File: src/rtl/ltm_pkg.sv
`default_nettype none
package ltm_pkg;
	// Transceiver mode encoding as written over SPI
	typedef enum logic [1:0] {
		LTM_OFF = 2'h0,
		LTM_WAKE = 2'h1,
		LTM_RXONLY = 2'h2,
		LTM_NORMAL = 2'h3
	} ltm_mode_e;
	// System chip operating modes
	typedef enum logic [2:0] {
		LTM_SYS_INIT = 3'h0,
		LTM_SYS_NORMAL = 3'h1,
		LTM_SYS_STOP = 3'h2,
		LTM_SYS_SLEEP = 3'h3,
		LTM_SYS_RESTART = 3'h4,
		LTM_SYS_FAILSAFE = 3'h5
	} ltm_sys_e;
	localparam int CLK_HZ = 10000000;
	localparam int EN_TIME_US = 10;
	localparam int WAKE_FILT_US = 50;
	localparam int TXTO_US = 10000;
	localparam int EN_CYC = (EN_TIME_US * (CLK_HZ / 1000000) < 1) ? 1 : EN_TIME_US * (CLK_HZ / 1000000);
	localparam int WAKE_CYC = WAKE_FILT_US * (CLK_HZ / 1000000);
	localparam int TXTO_CYC = TXTO_US * (CLK_HZ / 1000000);
	localparam logic [1:0] MODE_RST = 2'h0;
endpackage : ltm_pkg
`default_nettype wire

File: src/rtl/ltm_buf_if.sv
`timescale 1ns/1ps
`default_nettype none
// Carries the received bus level from the buffer to its consumer
interface ltm_buf_if;
	logic in_valid;
	logic in_ready;
	logic in_data;
	logic out_valid;
	logic out_ready;
	logic out_data;
	modport buf_side (input in_valid, output in_ready, input in_data,
		output out_valid, input out_ready, output out_data);
	modport user_side (output in_valid, input in_ready, output in_data,
		input out_valid, output out_ready, input out_data);
endinterface : ltm_buf_if
`default_nettype wire

File: src/rtl/ltm_core.sv
`timescale 1ns/1ps
`default_nettype none
module ltm_core #(
	parameter int EN_CYCLES = ltm_pkg::EN_CYC,
	parameter int WAKE_CYCLES = ltm_pkg::WAKE_CYC,
	parameter int TXTO_CYCLES = ltm_pkg::TXTO_CYC
) (
	input wire logic clk,
	input wire logic rst,
	input wire logic [2:0] sys_mode,
	input wire logic mode_wr,
	input wire logic [1:0] mode_wdata,
	output logic [1:0] mode_rdata,
	input wire logic lin_tx_input,
	output logic lin_rx_output,
	input wire logic lin_bus_in,
	output logic lin_bus_out,
	output logic lin_bus_oe,
	output logic wake_event,
	output logic wake_status_reg,
	input wire logic wake_status_clr,
	output logic first_lin_fault_flag,
	input wire logic fault_clr,
	input wire logic rx_sample_ready
);
	// ***********************************
	// Declarations
	// ***********************************
	logic [1:0] mode_q;
	logic [1:0] tx_sync_q;
	logic [1:0] bus_sync_q;
	logic tx_s;
	logic bus_s;
	logic bus_prev_q;
	logic [31:0] en_cnt_q;
	logic en_done_q;
	logic armed_q;
	logic [31:0] wk_cnt_q;
	logic wk_long_q;
	logic woken_q;
	logic [31:0] to_cnt_q;
	logic to_q;
	logic sys_nm_stop;
	logic drive;
	logic rx_level;
	logic [2:0] sys_prev_q;
	logic sys_rearm;
	ltm_buf_if bif ();

	assign tx_s = tx_sync_q[1];
	assign bus_s = bus_sync_q[1];
	assign sys_nm_stop = (sys_mode == ltm_pkg::LTM_SYS_NORMAL) || (sys_mode == ltm_pkg::LTM_SYS_STOP);

	// ***********************************
	// Pin synchronisers
	// ***********************************
	// Two stages each; the first stage feeds nothing else
	always_ff @(posedge clk or posedge rst) begin
		if (rst) begin
			tx_sync_q <= 2'h3;
			bus_sync_q <= 2'h3;
			bus_prev_q <= 1'b1;
		end else begin
			tx_sync_q <= {tx_sync_q[0], lin_tx_input};
			bus_sync_q <= {bus_sync_q[0], lin_bus_in};
			bus_prev_q <= bus_s;
		end
	end

	// ***********************************
	// Mode register
	// ***********************************
	// off at reset; SPI selection
	always_ff @(posedge clk or posedge rst) begin
		if (rst) begin
			mode_q <= ltm_pkg::MODE_RST;
		end else if (mode_wr) begin
			case (mode_wdata)
				ltm_pkg::LTM_OFF: mode_q <= mode_wdata;
				ltm_pkg::LTM_NORMAL: begin
					if (sys_nm_stop) begin
						mode_q <= mode_wdata;
					end
				end
				ltm_pkg::LTM_RXONLY: begin
					if (sys_nm_stop) begin
						mode_q <= mode_wdata;
					end
				end
				ltm_pkg::LTM_WAKE: begin
					if (sys_mode != ltm_pkg::LTM_SYS_INIT) begin
						mode_q <= mode_wdata;
					end
				end
				default: mode_q <= mode_q;
			endcase
		end
	end
	assign mode_rdata = mode_q;

	// ***********************************
	// Enabling sequence
	// ***********************************
	// enabling counter restarts on entry to normal
	always_ff @(posedge clk or posedge rst) begin
		if (rst) begin
			en_cnt_q <= 32'h0;
			en_done_q <= 1'b0;
		end else if (mode_q != ltm_pkg::LTM_NORMAL || mode_wr) begin
			en_cnt_q <= 32'h0;
			en_done_q <= 1'b0;
		end else if (!en_done_q) begin
			en_cnt_q <= en_cnt_q + 32'h1;
			en_done_q <= (en_cnt_q + 32'h1 >= 32'(EN_CYCLES));
		end
	end
	// armed only after input seen high post-enable
	// early low is simply held off
	always_ff @(posedge clk or posedge rst) begin
		if (rst) begin
			armed_q <= 1'b0;
		end else if (!en_done_q) begin
			armed_q <= 1'b0;
		end else if (tx_s) begin
			armed_q <= 1'b1;
		end
	end

	// ***********************************
	// Transmit time-out
	// ***********************************
	// long dominant input blocks driver
	always_ff @(posedge clk or posedge rst) begin
		if (rst) begin
			to_cnt_q <= 32'h0;
			to_q <= 1'b0;
		end else if (tx_s || mode_q != ltm_pkg::LTM_NORMAL) begin
			to_cnt_q <= 32'h0;
			to_q <= 1'b0;
		end else if (!to_q) begin
			to_cnt_q <= to_cnt_q + 32'h1;
			to_q <= (to_cnt_q + 32'h1 >= 32'(TXTO_CYCLES));
		end
	end
	// sticky fault; set wins over clear
	always_ff @(posedge clk or posedge rst) begin
		if (rst) begin
			first_lin_fault_flag <= 1'b0;
		end else if (to_q) begin
			first_lin_fault_flag <= 1'b1;
		end else if (fault_clr) begin
			first_lin_fault_flag <= 1'b0;
		end
	end

	// ***********************************
	// Bus driver
	// ***********************************
	// dominant while input low; off otherwise
	assign drive = (mode_q == ltm_pkg::LTM_NORMAL) && armed_q && !tx_s && !to_q;
	always_ff @(posedge clk or posedge rst) begin
		if (rst) begin
			lin_bus_out <= 1'b1;
			lin_bus_oe <= 1'b0;
		end else begin
			lin_bus_out <= 1'b0;
			lin_bus_oe <= drive;
		end
	end

	// ***********************************
	// Wake detection
	// ***********************************
	// filtered dominant then rising edge
	always_ff @(posedge clk or posedge rst) begin
		if (rst) begin
			wk_cnt_q <= 32'h0;
			wk_long_q <= 1'b0;
		end else if (mode_q != ltm_pkg::LTM_WAKE || bus_s) begin
			wk_cnt_q <= 32'h0;
			wk_long_q <= bus_s && wk_long_q && mode_q == ltm_pkg::LTM_WAKE && !bus_prev_q;
		end else if (!wk_long_q) begin
			wk_cnt_q <= wk_cnt_q + 32'h1;
			wk_long_q <= (wk_cnt_q + 32'h1 > 32'(WAKE_CYCLES));
		end
	end
	// Pulse when a long dominant ends; only in wake mode
	assign wake_event = (mode_q == ltm_pkg::LTM_WAKE) && !woken_q && wk_long_q && bus_s
		&& !bus_prev_q;
	// Previous system mode; rearm only on entry, else a wake in stop vanishes
	always_ff @(posedge clk or posedge rst) begin
		if (rst) begin
			sys_prev_q <= ltm_pkg::LTM_SYS_INIT;
		end else begin
			sys_prev_q <= sys_mode;
		end
	end
	assign sys_rearm = (sys_mode != sys_prev_q) && ((sys_mode == ltm_pkg::LTM_SYS_STOP)
		|| (sys_mode == ltm_pkg::LTM_SYS_SLEEP) || (sys_mode == ltm_pkg::LTM_SYS_FAILSAFE));
	// latched until mode change; rearm on entry to low power
	always_ff @(posedge clk or posedge rst) begin
		if (rst) begin
			woken_q <= 1'b0;
		end else if (wake_event) begin
			woken_q <= 1'b1;
		end else if ((mode_wr && mode_wdata != ltm_pkg::LTM_WAKE)
			|| mode_q != ltm_pkg::LTM_WAKE || sys_rearm) begin
			woken_q <= 1'b0;
		end
	end
	// Wake status; set wins over clear
	always_ff @(posedge clk or posedge rst) begin
		if (rst) begin
			wake_status_reg <= 1'b0;
		end else if (wake_event) begin
			wake_status_reg <= 1'b1;
		end else if (wake_status_clr) begin
			wake_status_reg <= 1'b0;
		end
	end

	// ***********************************
	// Receive path
	// ***********************************
	// bus level; low after wake; off reads high
	always_comb begin
		case (mode_q)
			ltm_pkg::LTM_NORMAL: rx_level = bus_s;
			ltm_pkg::LTM_RXONLY: rx_level = bus_s;
			ltm_pkg::LTM_WAKE: rx_level = !woken_q;
			default: rx_level = 1'b1;
		endcase
	end
	assign bif.in_valid = 1'b1;
	assign bif.in_data = rx_level;
	assign bif.out_ready = rx_sample_ready;
	ltm_skid u_skid (
		.clk(clk),
		.rst(rst),
		.b(bif)
	);
	// Output holds last word when the consumer stalls
	always_ff @(posedge clk or posedge rst) begin
		if (rst) begin
			lin_rx_output <= 1'b1;
		end else if (bif.out_valid && bif.out_ready) begin
			lin_rx_output <= bif.out_data;
		end
	end
endmodule : ltm_core
`default_nettype wire

File: src/rtl/ltm_skid.sv
`timescale 1ns/1ps
`default_nettype none
// ***********************************
// Two-entry buffer for bus samples
// ***********************************
module ltm_skid (
	input wire logic clk,
	input wire logic rst,
	ltm_buf_if.buf_side b
);
	logic [1:0] mem_q;
	logic [1:0] cnt_q;
	logic wr_ptr_q;
	logic rd_ptr_q;
	logic push;
	logic pop;
	// Handshakes; full refuses input so nothing is overwritten
	assign b.in_ready = (cnt_q != 2'h2);
	assign b.out_valid = (cnt_q != 2'h0);
	assign b.out_data = mem_q[rd_ptr_q];
	assign push = b.in_valid && b.in_ready;
	assign pop = b.out_valid && b.out_ready;
	// Storage and pointers
	always_ff @(posedge clk or posedge rst) begin
		if (rst) begin
			mem_q <= 2'h3;
			wr_ptr_q <= 1'b0;
			rd_ptr_q <= 1'b0;
		end else begin
			if (push) begin
				mem_q[wr_ptr_q] <= b.in_data;
				wr_ptr_q <= ~wr_ptr_q;
			end
			if (pop) begin
				rd_ptr_q <= ~rd_ptr_q;
			end
		end
	end
	// Fill level
	always_ff @(posedge clk or posedge rst) begin
		if (rst) begin
			cnt_q <= 2'h0;
		end else if (push && !pop) begin
			cnt_q <= cnt_q + 2'h1;
		end else if (pop && !push) begin
			cnt_q <= cnt_q - 2'h1;
		end
	end
endmodule : ltm_skid
`default_nettype wire

File: config.mk
export PLATFORM = sky130hd
export DESIGN_NAME = ltm_core
export DESIGN_NICKNAME = d
export VERILOG_FILES = /design/src/rtl/ltm_pkg.sv /design/src/rtl/ltm_buf_if.sv /design/src/rtl/ltm_core.sv /design/src/rtl/ltm_skid.sv
export SDC_FILE = /design/constraint.sdc
export NUM_CORES = 1
export LEC_CHECK = 0
export ABC_AREA = 1
export ABC_CLOCK_PERIOD_IN_PS = 5100
export BUFFER_PORTS_ARGS = -buffer_cell sky130_fd_sc_hd__clkbuf_2
export CAP_MARGIN = 20
export CORE_UTILIZATION = 63
export DETAILED_ROUTE_END_ITERATION = 8
export PLACE_DENSITY = 0.88
export SKIP_LAST_GASP = 1
export SLEW_MARGIN = 20
export SYNTH_ARGS = -nofsm -noshare
export SYNTH_HDL_FRONTEND = slang
export SYNTH_SLANG_ARGS = --single-unit
File: constraint.sdc
create_clock -name clk -period 5.1 [get_ports clk]
set_clock_uncertainty 0.1 [all_clocks]
set_input_delay 1.02 -clock clk [delete_from_list [all_inputs] [get_ports clk]]
set_output_delay 1.02 -clock clk [all_outputs]
set_load 0.1 [all_outputs]
==> reports/metrics.csv, run 1 <==
stage,metric,value,unit
setup_path,Crit Path Class,reg2out,
power,VDD IR max,0.000465,V
floorplanning,die area,12200,sq um
final_layout,share of layout cells above drive strength 1,9.66,%
clocking,PostCTS Resize Cnt,0,
power,"Power, Total",2.43,mW
yosys,Syn Area/Cell,6.92,sq um
yosys,Unique masters post-synth,38,
sta,crit path time final,3.00,ns
final_layout,post-route cell area,8240,sq um
setup_path,critical path peak fanout,4,
yosys,cell with the most instances after synthesis,nand2_1,
yosys,asr flop ratio synth,100,%
power,Flop pwr share,42.7,%
setup_path,CP cell instances,inv_1 -> nor2_1 -> nand3_1 -> nor2_1 -> inv_1 -> nor2_1 -> clkbuf_2,
sta,Least-Margin Pin Slew,0.907,ns
yosys,"top cells by area, synth","dfrtp_1 (38%), nand2_1 (17%), nor2_1 (7.0%)",
clocking,setup bufs post-CTS,0,
grt,pin count of the biggest net entering global routing,60,
setup_path,crit path max-delay cell type,clkbuf_2,
clocking,htree depth,4,
routing,DR vias/cell,5.76,
grt,initial antenna violation count,0,
floorplanning,Ports,21,
yosys,Seq cells post-synth,122,
yosys,Synth Flop Type,dfrtp_1,
floorplanning,Core Region,11400,sq um
yosys,cell taking the most area after synthesis,dfrtp_1,
routing,DR WL/cell,14.5,um
place,placer congestion estimate,0.866,
sta,fin crit share,58.8,%
setup_path,CP Data Required Time,3.98,ns
setup_path,critical path arrival,1.88,ns
grt,first-pass GRT wire length,31000,um
final_layout,final core utilization,72.1,%
yosys,synth cell count leaders,"nand2_1 (329), nor2_1 (138), inv_1 (131)",
clocking,Clock Pin Slew Worst Setup and Hold Paths,0.05,ns
power,switching power of the nets,0.603,mW
yosys,Mapped Area,7410,sq um
power,switch share,24.8,%
flow_run,max-cap viol count,0,
final_layout,fin nets,1111,
routing,post-route ant nets,0,
min_path,worst min path class,reg2reg,
yosys,number of synthesized flops with an enable pin,0,
routing,Pre-antenna DRT Iters,6,
clocking,CTS Root Buffer Type,clkbuf_16,
status,status,finished clean,
final_layout,Synth-to-Final Area Change,11.2,%
floorplanning,Die Height,110,um
floorplanning,die width,110,um
floorplanning,Initial Util,64.9,%
routing,drt total wl,18200,um
clocking,Post-CTS Hold Buffers,0,
yosys,cell count after synthesis,1070,
final_layout,Regs by FF count,"en_cnt_q x32, to_cnt_q x32, wk_cnt_q x32",
sta,Worst slew margin,39.3,%
clocking,Clock Path Buffers,2,
routing,Residual DRC,0,
power,Comb power frac,7.0,%
clocking,clk sink count,122,
yosys,share of the synthesized area in the top cell type,38.2,%
setup_path,startpoint class of the critical path,flop,
setup_path,Setup crit end kind,output pin,
place,number of I/O port buffers,20,
sta,Final Setup Violations,0,
grt,Congestion Overflow GR,0,
sta,Max Fclk,334,MHz
clocking,CTS buffer count,17,
routing,DRC marker count from the first detailed-route iteration,947,
clocking,CTS tree,done,
yosys,yosys warns,0,
floorplanning,cell row count,39,
setup_path,max incr delay on CP,0.48,ns
sta,final slew viol count,0,
place,HPWL after DPL,12500,um
yosys,"Seq/Total Area, Yosys",41.4,%
clocking,clk_lat worst skew,0.43,ns
grt,All-Layer GR Usage,31.3,%
power,pwr dens,295,nW/um^2
power,Clock power frac,50.2,%
final_layout,n_diodes,0,
sta,Setup TNS,0,ns
routing,vias post-DR,7201,
place,Placed Instance Area,7640,sq um
power,Internal Power,1.83,mW
sta,"Hold Vio Cnt, Final",0,
setup_path,cell seen most often among critical-path stages,nor2_1,
power,Pleak,3.51,nW
sta,RSZ-0062 raised after global routing,false,
grt,vias in the first global route,6904,
yosys,Synth Net Count,1086,
routing by layer:
metal,GRT usage [%],vias to the layer above,share of wire [%]
met1,40.6,3311,43
li1,-,3481,-
met3,7.08,56,7.4
met2,50.6,353,47
met5,0,-,0
met4,13.0,0,2.4
cell families (layout without fill, tap and decap cells):
| group | after synthesis | in the layout | synth area share (%) |
|---|---|---|---|
| other | 1 | 1 | 0.0506 |
| flip-flops | 122 | 122 | 41.4 |
| buffers and inverters | 156 | 194 | 7.94 |
| AO/OA/AOI/OAI | 127 | 127 | 9.54 |
| adder cells (fa/ha/maj) | 3 | 3 | 0.507 |
| XOR/XNOR | 34 | 34 | 4.12 |
| multiplexers | 1 | 1 | 0.135 |
| AND/OR/NAND/NOR | 626 | 626 | 36.3 |
per-stage QoR:
stage               hold WS, ns  setup WS [ns]  instances
finish                    0.260           2.10       1251
global route              0.264           1.93       1251
CTS                       0.261           2.09       1251
detailed placement        0.251           1.75       1219
global placement          0.247           1.83       1219
floorplan                 0.245          0.752       1070
worst max-delay path, delay by kind of cell, from the launching register on:
kind          cells  cell delay [ns]
buf+inv           3             0.59
simple gates      4             0.48
flops             1             0.39
power groups by stage:
stage | clock network (mW) | logic, mW | registers (mW)
after floorplan | 0 | 0.0866 | 1.10
after global placement | 0 | 0.168 | 1.05
after detailed placement | 0 | 0.173 | 1.05
after CTS | 1.22 | 0.173 | 1.04
after global routing | 1.27 | 0.189 | 1.04
final | 1.22 | 0.171 | 1.04
area by class of cell:
class,instances,area (sq um)
clock inverters,12,149
flip-flops and latches,122,3060
clock buffers,20,447
inverters,140,528
multi-input cells,792,3760
repair buffers,22,115
fillers,880,3180
well taps,143,179
worst paths after layout:
kind	startpoint	endpoint	slack [ns]	cells past startpoint
min in group asynchronous	rst	wk_cnt_q[7]	0.60	2
min reg2reg	tx_sync_q[0]	tx_sync_q[1]	0.26	0
max	mode_rdata[0]	wake_event	2.10	7
max in group asynchronous	rst	tx_sync_q[1]	3.35	3
min	tx_sync_q[0]	tx_sync_q[1]	0.26	0
max reg2reg	mode_rdata[0]	en_cnt_q[2]	2.38	6
layout by cell type, fill, tap and decap left out, drive strengths merged, types with 2 or more instances in the layout:
master    count
nand2       340
nor2        160
inv         139
dfrtp       113
nand3        86
o21ai        73
o22ai        45
clkbuf       40
xor2         32
nand4        18
nor3         18
dfstp         9
clkinv        6
a21oi         4
clkinvlp      4
ha            3
bufinv        3
o21a          2
xnor2         2
buf           2
Power figures use the tool's default switching activity.
==> run 2, diff against run 1 <==
ABC_AREA = 0   (was 1)
ABC_CLOCK_PERIOD_IN_PS = 2750   (was 5100)
CORE_UTILIZATION = 57   (was 63)
PLACE_DENSITY = 0.85   (was 0.88)
clock period = 2.75 ns   (was 5.1 ns; I/O delays follow)
==> run 2 against run 1 <==
  * Synthesized area rose by 1.4%
  * Worst setup slack got worse by 1.9 ns
  * Cell count decreased by 16%
==> reports/metrics.csv, run 2 <==
stage,metric,value,unit
routing,DRC marker count from the first detailed-route iteration,568,
yosys,Synth Area in XOR/XNOR,12.4,%
setup_path,WP depth,7,
setup_path,critical path arrival,2.76,ns
floorplanning,Die Height,117,um
routing,drt total wl,16900,um
power,VDD IR max,0.000527,V
yosys,Mapped Area,7510,sq um
place,number of I/O port buffers,20,
grt,pin count of the biggest net entering global routing,123,
final_layout,Synth-to-Final Area Change,12.4,%
setup_path,R2R cell count,7,
final_layout,"commonest non-fill, non-tap cell in the layout",nor2_1,
yosys,cell count after synthesis,863,
final_layout,n_diodes,0,
clocking,clk_lat worst skew,0.43,ns
routing,vias post-DR,6479,
final_layout,final core utilization,66.3,%
floorplanning,die width,117,um
routing,DR vias/cell,6.15,
setup_path,Bufs and invs on worst path,0,
routing,DR WL/cell,16.0,um
power,Pleak,3.24,nW
grt,initial antenna violation count,0,
yosys,largest family of logic cells by synthesized area,simple AND/OR/NAND/NOR gates,
sta,fin crit share,93.6,%
sta,crit path time final,2.57,ns
setup_path,Setup crit end kind,flop,
grt,first-pass GRT wire length,28300,um
power,Comb power frac,7.2,%
final_layout,fillcell total,1034,
sta,Max Fclk,388,MHz
yosys,Unique masters post-synth,73,
grt,vias in the first global route,5891,
grt,All-Layer GR Usage,26.7,%
min_path,worst min path class,in2reg,
sta,Setup TNS,0,ns
flow_run,max-cap viol count,0,
yosys,mux share of post-synthesis cell area,1.52,%
yosys,compound-gate portion of the synthesized area,10.0,%
yosys,number of synthesized flops with an enable pin,0,
power,Internal Power,3.43,mW
setup_path,cell seen most often among critical-path stages,nand4_1,
setup_path,crit path max-delay cell type,a2111oi_1,
clocking,htree depth,4,
setup_path,"CP delay by family, top",simple AND/OR/NAND/NOR gates,
floorplanning,die area,13600,sq um
sta,RSZ-0062 raised after global routing,false,
clocking,clk sink count,122,
power,Clock power frac,50.3,%
floorplanning,Ports,21,
routing,post-route ant nets,0,
sta,Least-Margin Pin Slew,0.707,ns
power,switching power of the nets,1.11,mW
final_layout,Regs by FF count,"en_cnt_q x32, to_cnt_q x32, wk_cnt_q x32",
yosys,"top cells by area, synth","dfrtp_1 (38%), xnor2_1 (6.5%), nor2_1 (6.5%)",
yosys,Syn Area/Cell,8.70,sq um
power,pwr dens,538,nW/um^2
yosys,share of the synthesized area in the top cell type,37.7,%
setup_path,max incr delay on CP,0.49,ns
floorplanning,cell row count,41,
final_layout,fin nets,886,
setup_path,startpoint class of the critical path,flop,
clocking,Clock Path Buffers,2,
sta,Worst slew margin,52.9,%
yosys,asr flop ratio synth,100,%
routing,Residual DRC,0,
yosys,Seq cells post-synth,122,
yosys,post-synthesis simple-gate area fraction,30.6,%
routing,Pre-antenna DRT Iters,5,
clocking,Clock Pin Slew Worst Setup and Hold Paths,0.06,ns
power,Flop pwr share,42.5,%
setup_path,Worst R2R Setup Slack,0.18,ns
min_path,hold path depth,1,
status,status,finished clean,
place,placer congestion estimate,0.914,
yosys,cell taking the most area after synthesis,dfrtp_1,
sta,final slew viol count,0,
yosys,yosys warns,0,
final_layout,share of layout cells above drive strength 1,12.2,%
clocking,CTS buffer count,17,
power,switch share,24.4,%
sta,Final Setup Violations,0,
final_layout,"commonest cells after routing, fill and taps aside","nor2_1 (130), dfrtp_1 (113), nand2_1 (59), xnor2_1 (56), xor2_1 (50)",
yosys,Post-Synth Adder-Cell Area,0.500,%
setup_path,CP cell instances,ha_1 -> nand4_1 -> nor4_4 -> nand4_1 -> nand4bb_1 -> a2111oi_1 -> a31oi_1,
floorplanning,Core Region,12700,sq um
grt,Congestion Overflow GR,0,
setup_path,CP Data Required Time,2.94,ns
setup_path,critical path peak fanout,7,
clocking,CTS Root Buffer Type,clkbuf_16,
clocking,CTS tree,done,
yosys,Synth Flop Type,dfrtp_1,
place,HPWL after DPL,11200,um
yosys,Synth Net Count,879,
floorplanning,Initial Util,59.0,%
yosys,synth cell count leaders,"nor2_1 (130), dfrtp_1 (113), nand2_1 (59)",
sta,"Hold Vio Cnt, Final",0,
setup_path,Crit Path Class,reg2reg,
yosys,cell with the most instances after synthesis,nor2_1,
yosys,"Seq/Total Area, Yosys",40.8,%
==> run 2: power by group through the flow <==
stage | logic, mW | clock network, mW | registers (mW)
after floorplan | 0.156 | 0 | 2.04
after global placement | 0.324 | 0 | 1.95
after detailed placement | 0.334 | 0 | 1.96
after CTS | 0.337 | 2.30 | 1.93
after global routing | 0.359 | 2.38 | 1.94
final | 0.329 | 2.28 | 1.93
==> run 2: metrics by stage <==
step           setup WS, ns  std cells  cell area (sq um)  total power [mW]  hold WS [ns]
4_1_cts               0.112       1052               8420              4.57        0.0957
3_3_place_gp          0.133       1021               7810              2.28         0.252
2_1_floorplan        0.0557        863               7510              2.20         0.245
6_report              0.175       1054               8440              4.54         0.110
5_1_grt              0.0152       1054               8440              4.68        0.0928
3_5_place_dp          0.164       1021               7810              2.29         0.251
==> run 2: worst paths after layout <==
path / end / start
worst max-delay path: wk_long_q / wk_cnt_q[0]
worst min-delay path: tx_sync_q[0] / lin_tx_input
worst max register to register: wk_long_q / wk_cnt_q[0]
worst min register to register: bus_sync_q[1] / bus_sync_q[0]
max in group asynchronous: en_cnt_q[20] / rst
min in group asynchronous: to_cnt_q[16] / rst
==> run 2: routing by layer <==
layer  part of all wire, %  vias to the layer above  GRT usage [%]  routed length, um
li1                      -                     3107              -                  -
met1                    44                     3100           35.7               7460
met2                    48                      236           42.5               8010
met3                   6.4                       36           6.90               1080
met4                   1.8                        0           9.20                295
met5                     0                        -              0                  0
==> run 2: final cells by class <==
type	instances	area (sq um)	share of cell area (%)
well taps	172	215	2.55
clock inverters	11	146	1.73
multi-input cells	664	4140	49.1
clock buffers	20	457	5.41
inverters	15	60.1	0.712
flip-flops and latches	122	3060	36.3
repair buffers	50	353	4.18
==> run 2: cell families (layout without fill, tap and decap cells) <==
group	after synthesis	after routing
buffers and inverters	77	96
muxes	11	11
AOI/OAI and AO/OA	107	107
adders and majority gates	3	3
xor gates and xnor gates	106	106
other	1	1
DFF	122	122
and+or+nand+nor	436	436
==> run 2: repair_timing <==
item	CTS	global route
endpoints found under the setup margin	1	2
hold buffers	0	0
setup buffers	0	2
resized for setup	1	2
gates cloned	0	0
pin swaps	0	1
==> run 2: worst reg2reg max path: stages (launching register included) <==
cell       delay [ns]
dfrtp_1          0.47
ha_1             0.28
nand4_1          0.19
nor4_4           0.33
nand4_1          0.18
nand4bb_1        0.24
a2111oi_1        0.49
a31oi_1          0.15
==> run 3, diff against run 2 <==
CELL_PAD_IN_SITES_DETAIL_PLACEMENT = 1   (was default)
CELL_PAD_IN_SITES_GLOBAL_PLACEMENT = 1   (was default)
CORE_UTILIZATION = 44   (was 57)
==> run 3 against run 2 <==
  * First-iteration DRC count decreased by 16%
  * Cell count increased by 6.1%
  * Worst setup slack got worse by 0.054 ns
  * Sequential share of layout area decreased by 0.57 points
==> reports/metrics.csv, run 3 (synthesized netlist as in run 2, its figures left out) <==
stage,metric,value,unit
grt,initial antenna violation count,0,
sta,Final WS setup,0.122,ns
floorplanning,Die Height,133,um
routing,DRC marker count from the first detailed-route iteration,476,
grt,All-Layer GR Usage,25.0,%
final_layout,Synth-to-Final Area Change,14.2,%
floorplanning,Core Region,16600,sq um
final_layout,Regs by FF count,"en_cnt_q x32, to_cnt_q x32, wk_cnt_q x32",
sta,Worst slew margin,49.4,%
place,dpl ws,0.130,ns
place,HPWL after DPL,14200,um
floorplanning,Ports,21,
floorplanning,cell row count,47,
sta,Hold WS,0.0829,ns
grt,first-pass GRT wire length,35100,um
routing,vias post-DR,6706,
sta,RSZ-0062 raised after global routing,false,
sta,crit path time final,2.63,ns
setup_path,CP Data Required Time,2.93,ns
final_layout,fillcell total,1936,
routing,post-route ant nets,0,
clocking,htree depth,4,
clocking,CTS tree,done,
min_path,worst min path class,in2async,
power,pwr dens,517,nW/um^2
power,Internal Power,3.29,mW
sta,Setup TNS,0,ns
routing,Residual DRC,0,
sta,final slew viol count,0,
setup_path,critical path peak fanout,9,
power,Comb power frac,7.4,%
place,Placed Instance Area,8000,sq um
setup_path,Setup crit end kind,flop,
grt,Congestion Overflow GR,0,
power,Flop pwr share,43.6,%
sta,fin crit share,95.6,%
sta,Least-Margin Pin Slew,0.759,ns
sta,Max Fclk,380,MHz
clocking,CTS buffer count,17,
power,"Power, Total",4.43,mW
setup_path,critical path arrival,2.81,ns
final_layout,fin nets,901,
sta,"Hold Vio Cnt, Final",0,
clocking,PostCTS Resize Cnt,0,
final_layout,Reg area,3060,sq um
flow_run,max-cap viol count,0,
clocking,clk_lat worst skew,0.43,ns
status,status,finished clean,
power,VDD IR max,0.000447,V
place,number of I/O port buffers,20,
power,switch share,25.7,%
final_layout,"commonest cells after routing, fill and taps aside","nor2_1 (130), dfrtp_1 (113), nand2_1 (59), xnor2_1 (56), xor2_1 (50)",
floorplanning,die width,133,um
power,Clock power frac,48.9,%
clocking,clk sink count,122,
routing,drt total wl,20900,um
final_layout,footprint of the multi-input gates,4140,sq um
floorplanning,die area,17600,sq um
sta,Final Setup Violations,0,
setup_path,Crit Path Class,reg2reg,
final_layout,post-route cell area,8570,sq um
final_layout,n_diodes,0,
clocking,Post-CTS Hold Buffers,0,
setup_path,startpoint class of the critical path,flop,
final_layout,"commonest non-fill, non-tap cell in the layout",nor2_1,
clocking,Clock Pin Slew Worst Setup and Hold Paths,0.06,ns
clocking,Clock Path Buffers,2,
routing,DR WL/cell,18.7,um
power,Pleak,3.29,nW
final_layout,share of layout cells above drive strength 1,13.6,%
setup_path,RR Startpoint,en_cnt_q[1],
grt,pin count of the biggest net entering global routing,62,
clocking,setup bufs post-CTS,0,
place,placer congestion estimate,0.900,
clocking,CTS Root Buffer Type,clkbuf_16,
grt,vias in the first global route,6807,
setup_path,worst setup path start,en_cnt_q[1],
routing,DR vias/cell,6.00,
floorplanning,Initial Util,45.1,%
routing,Pre-antenna DRT Iters,5,
power,switching power of the nets,1.14,mW
[run 3: per-stage QoR]
step           utilization, %  std cells
2_1_floorplan               -        863
3_3_place_gp             48.0       1086
3_5_place_dp             48.0       1086
4_1_cts                  51.4       1118
5_1_grt                  51.5       1118
6_report                 51.5       1118
[run 3: final timing paths]
| check | endpoint | slack [ns] | cells past startpoint |
|---|---|---|---|
| max in group asynchronous | u_skid.mem_q[0] | 1.71 | 3 |
| hold / removal | wk_cnt_q[7] | 0.08 | 2 |
| setup / recovery | en_done_q | 0.12 | 7 |
| setup reg to reg | en_done_q | 0.12 | 7 |
| hold reg to reg | tx_sync_q[1] | 0.26 | 0 |
| min in group clk | bus_sync_q[0] | 0.11 | 1 |
[run 3: worst max-delay path: stages (launching register included)]
cell and delay, ns:
dfrtp_1 0.42, ha_1 0.26, nand4_1 0.12, or4_4 0.51, nor3_2 0.27, mux2i_1 0.13, a2111oi_1 0.52, a31oi_1 0.15
[run 3: final cells by class]
| type | count | share of cell area [%] |
|---|---|---|
| clock buffer | 20 | 5.09 |
| clock inverter | 12 | 1.49 |
| inverter | 15 | 0.701 |
| multi-input combinational | 664 | 48.3 |
| sequential | 122 | 35.7 |
| tap | 220 | 3.21 |
| timing repair buffer | 65 | 5.43 |
[run 3: per-layer routing]
metal | vias up | global-route usage, % | share of wire [%]
li1 | 3135 | - | -
met1 | 3369 | 32.4 | 45
met2 | 156 | 41.7 | 50
met3 | 46 | 4.29 | 3.3
met4 | 0 | 9.77 | 2.2
met5 | - | 0 | 0
[run 3: power groups by stage]
stage               registers [mW]  clock network [mW]  logic [mW]
floorplan                     2.04                   0       0.156
global placement              1.96                   0       0.323
detailed placement            1.96                   0       0.334
CTS                           1.93                2.21       0.336
global route                  1.94                2.29       0.360
finish                        1.93                2.17       0.330
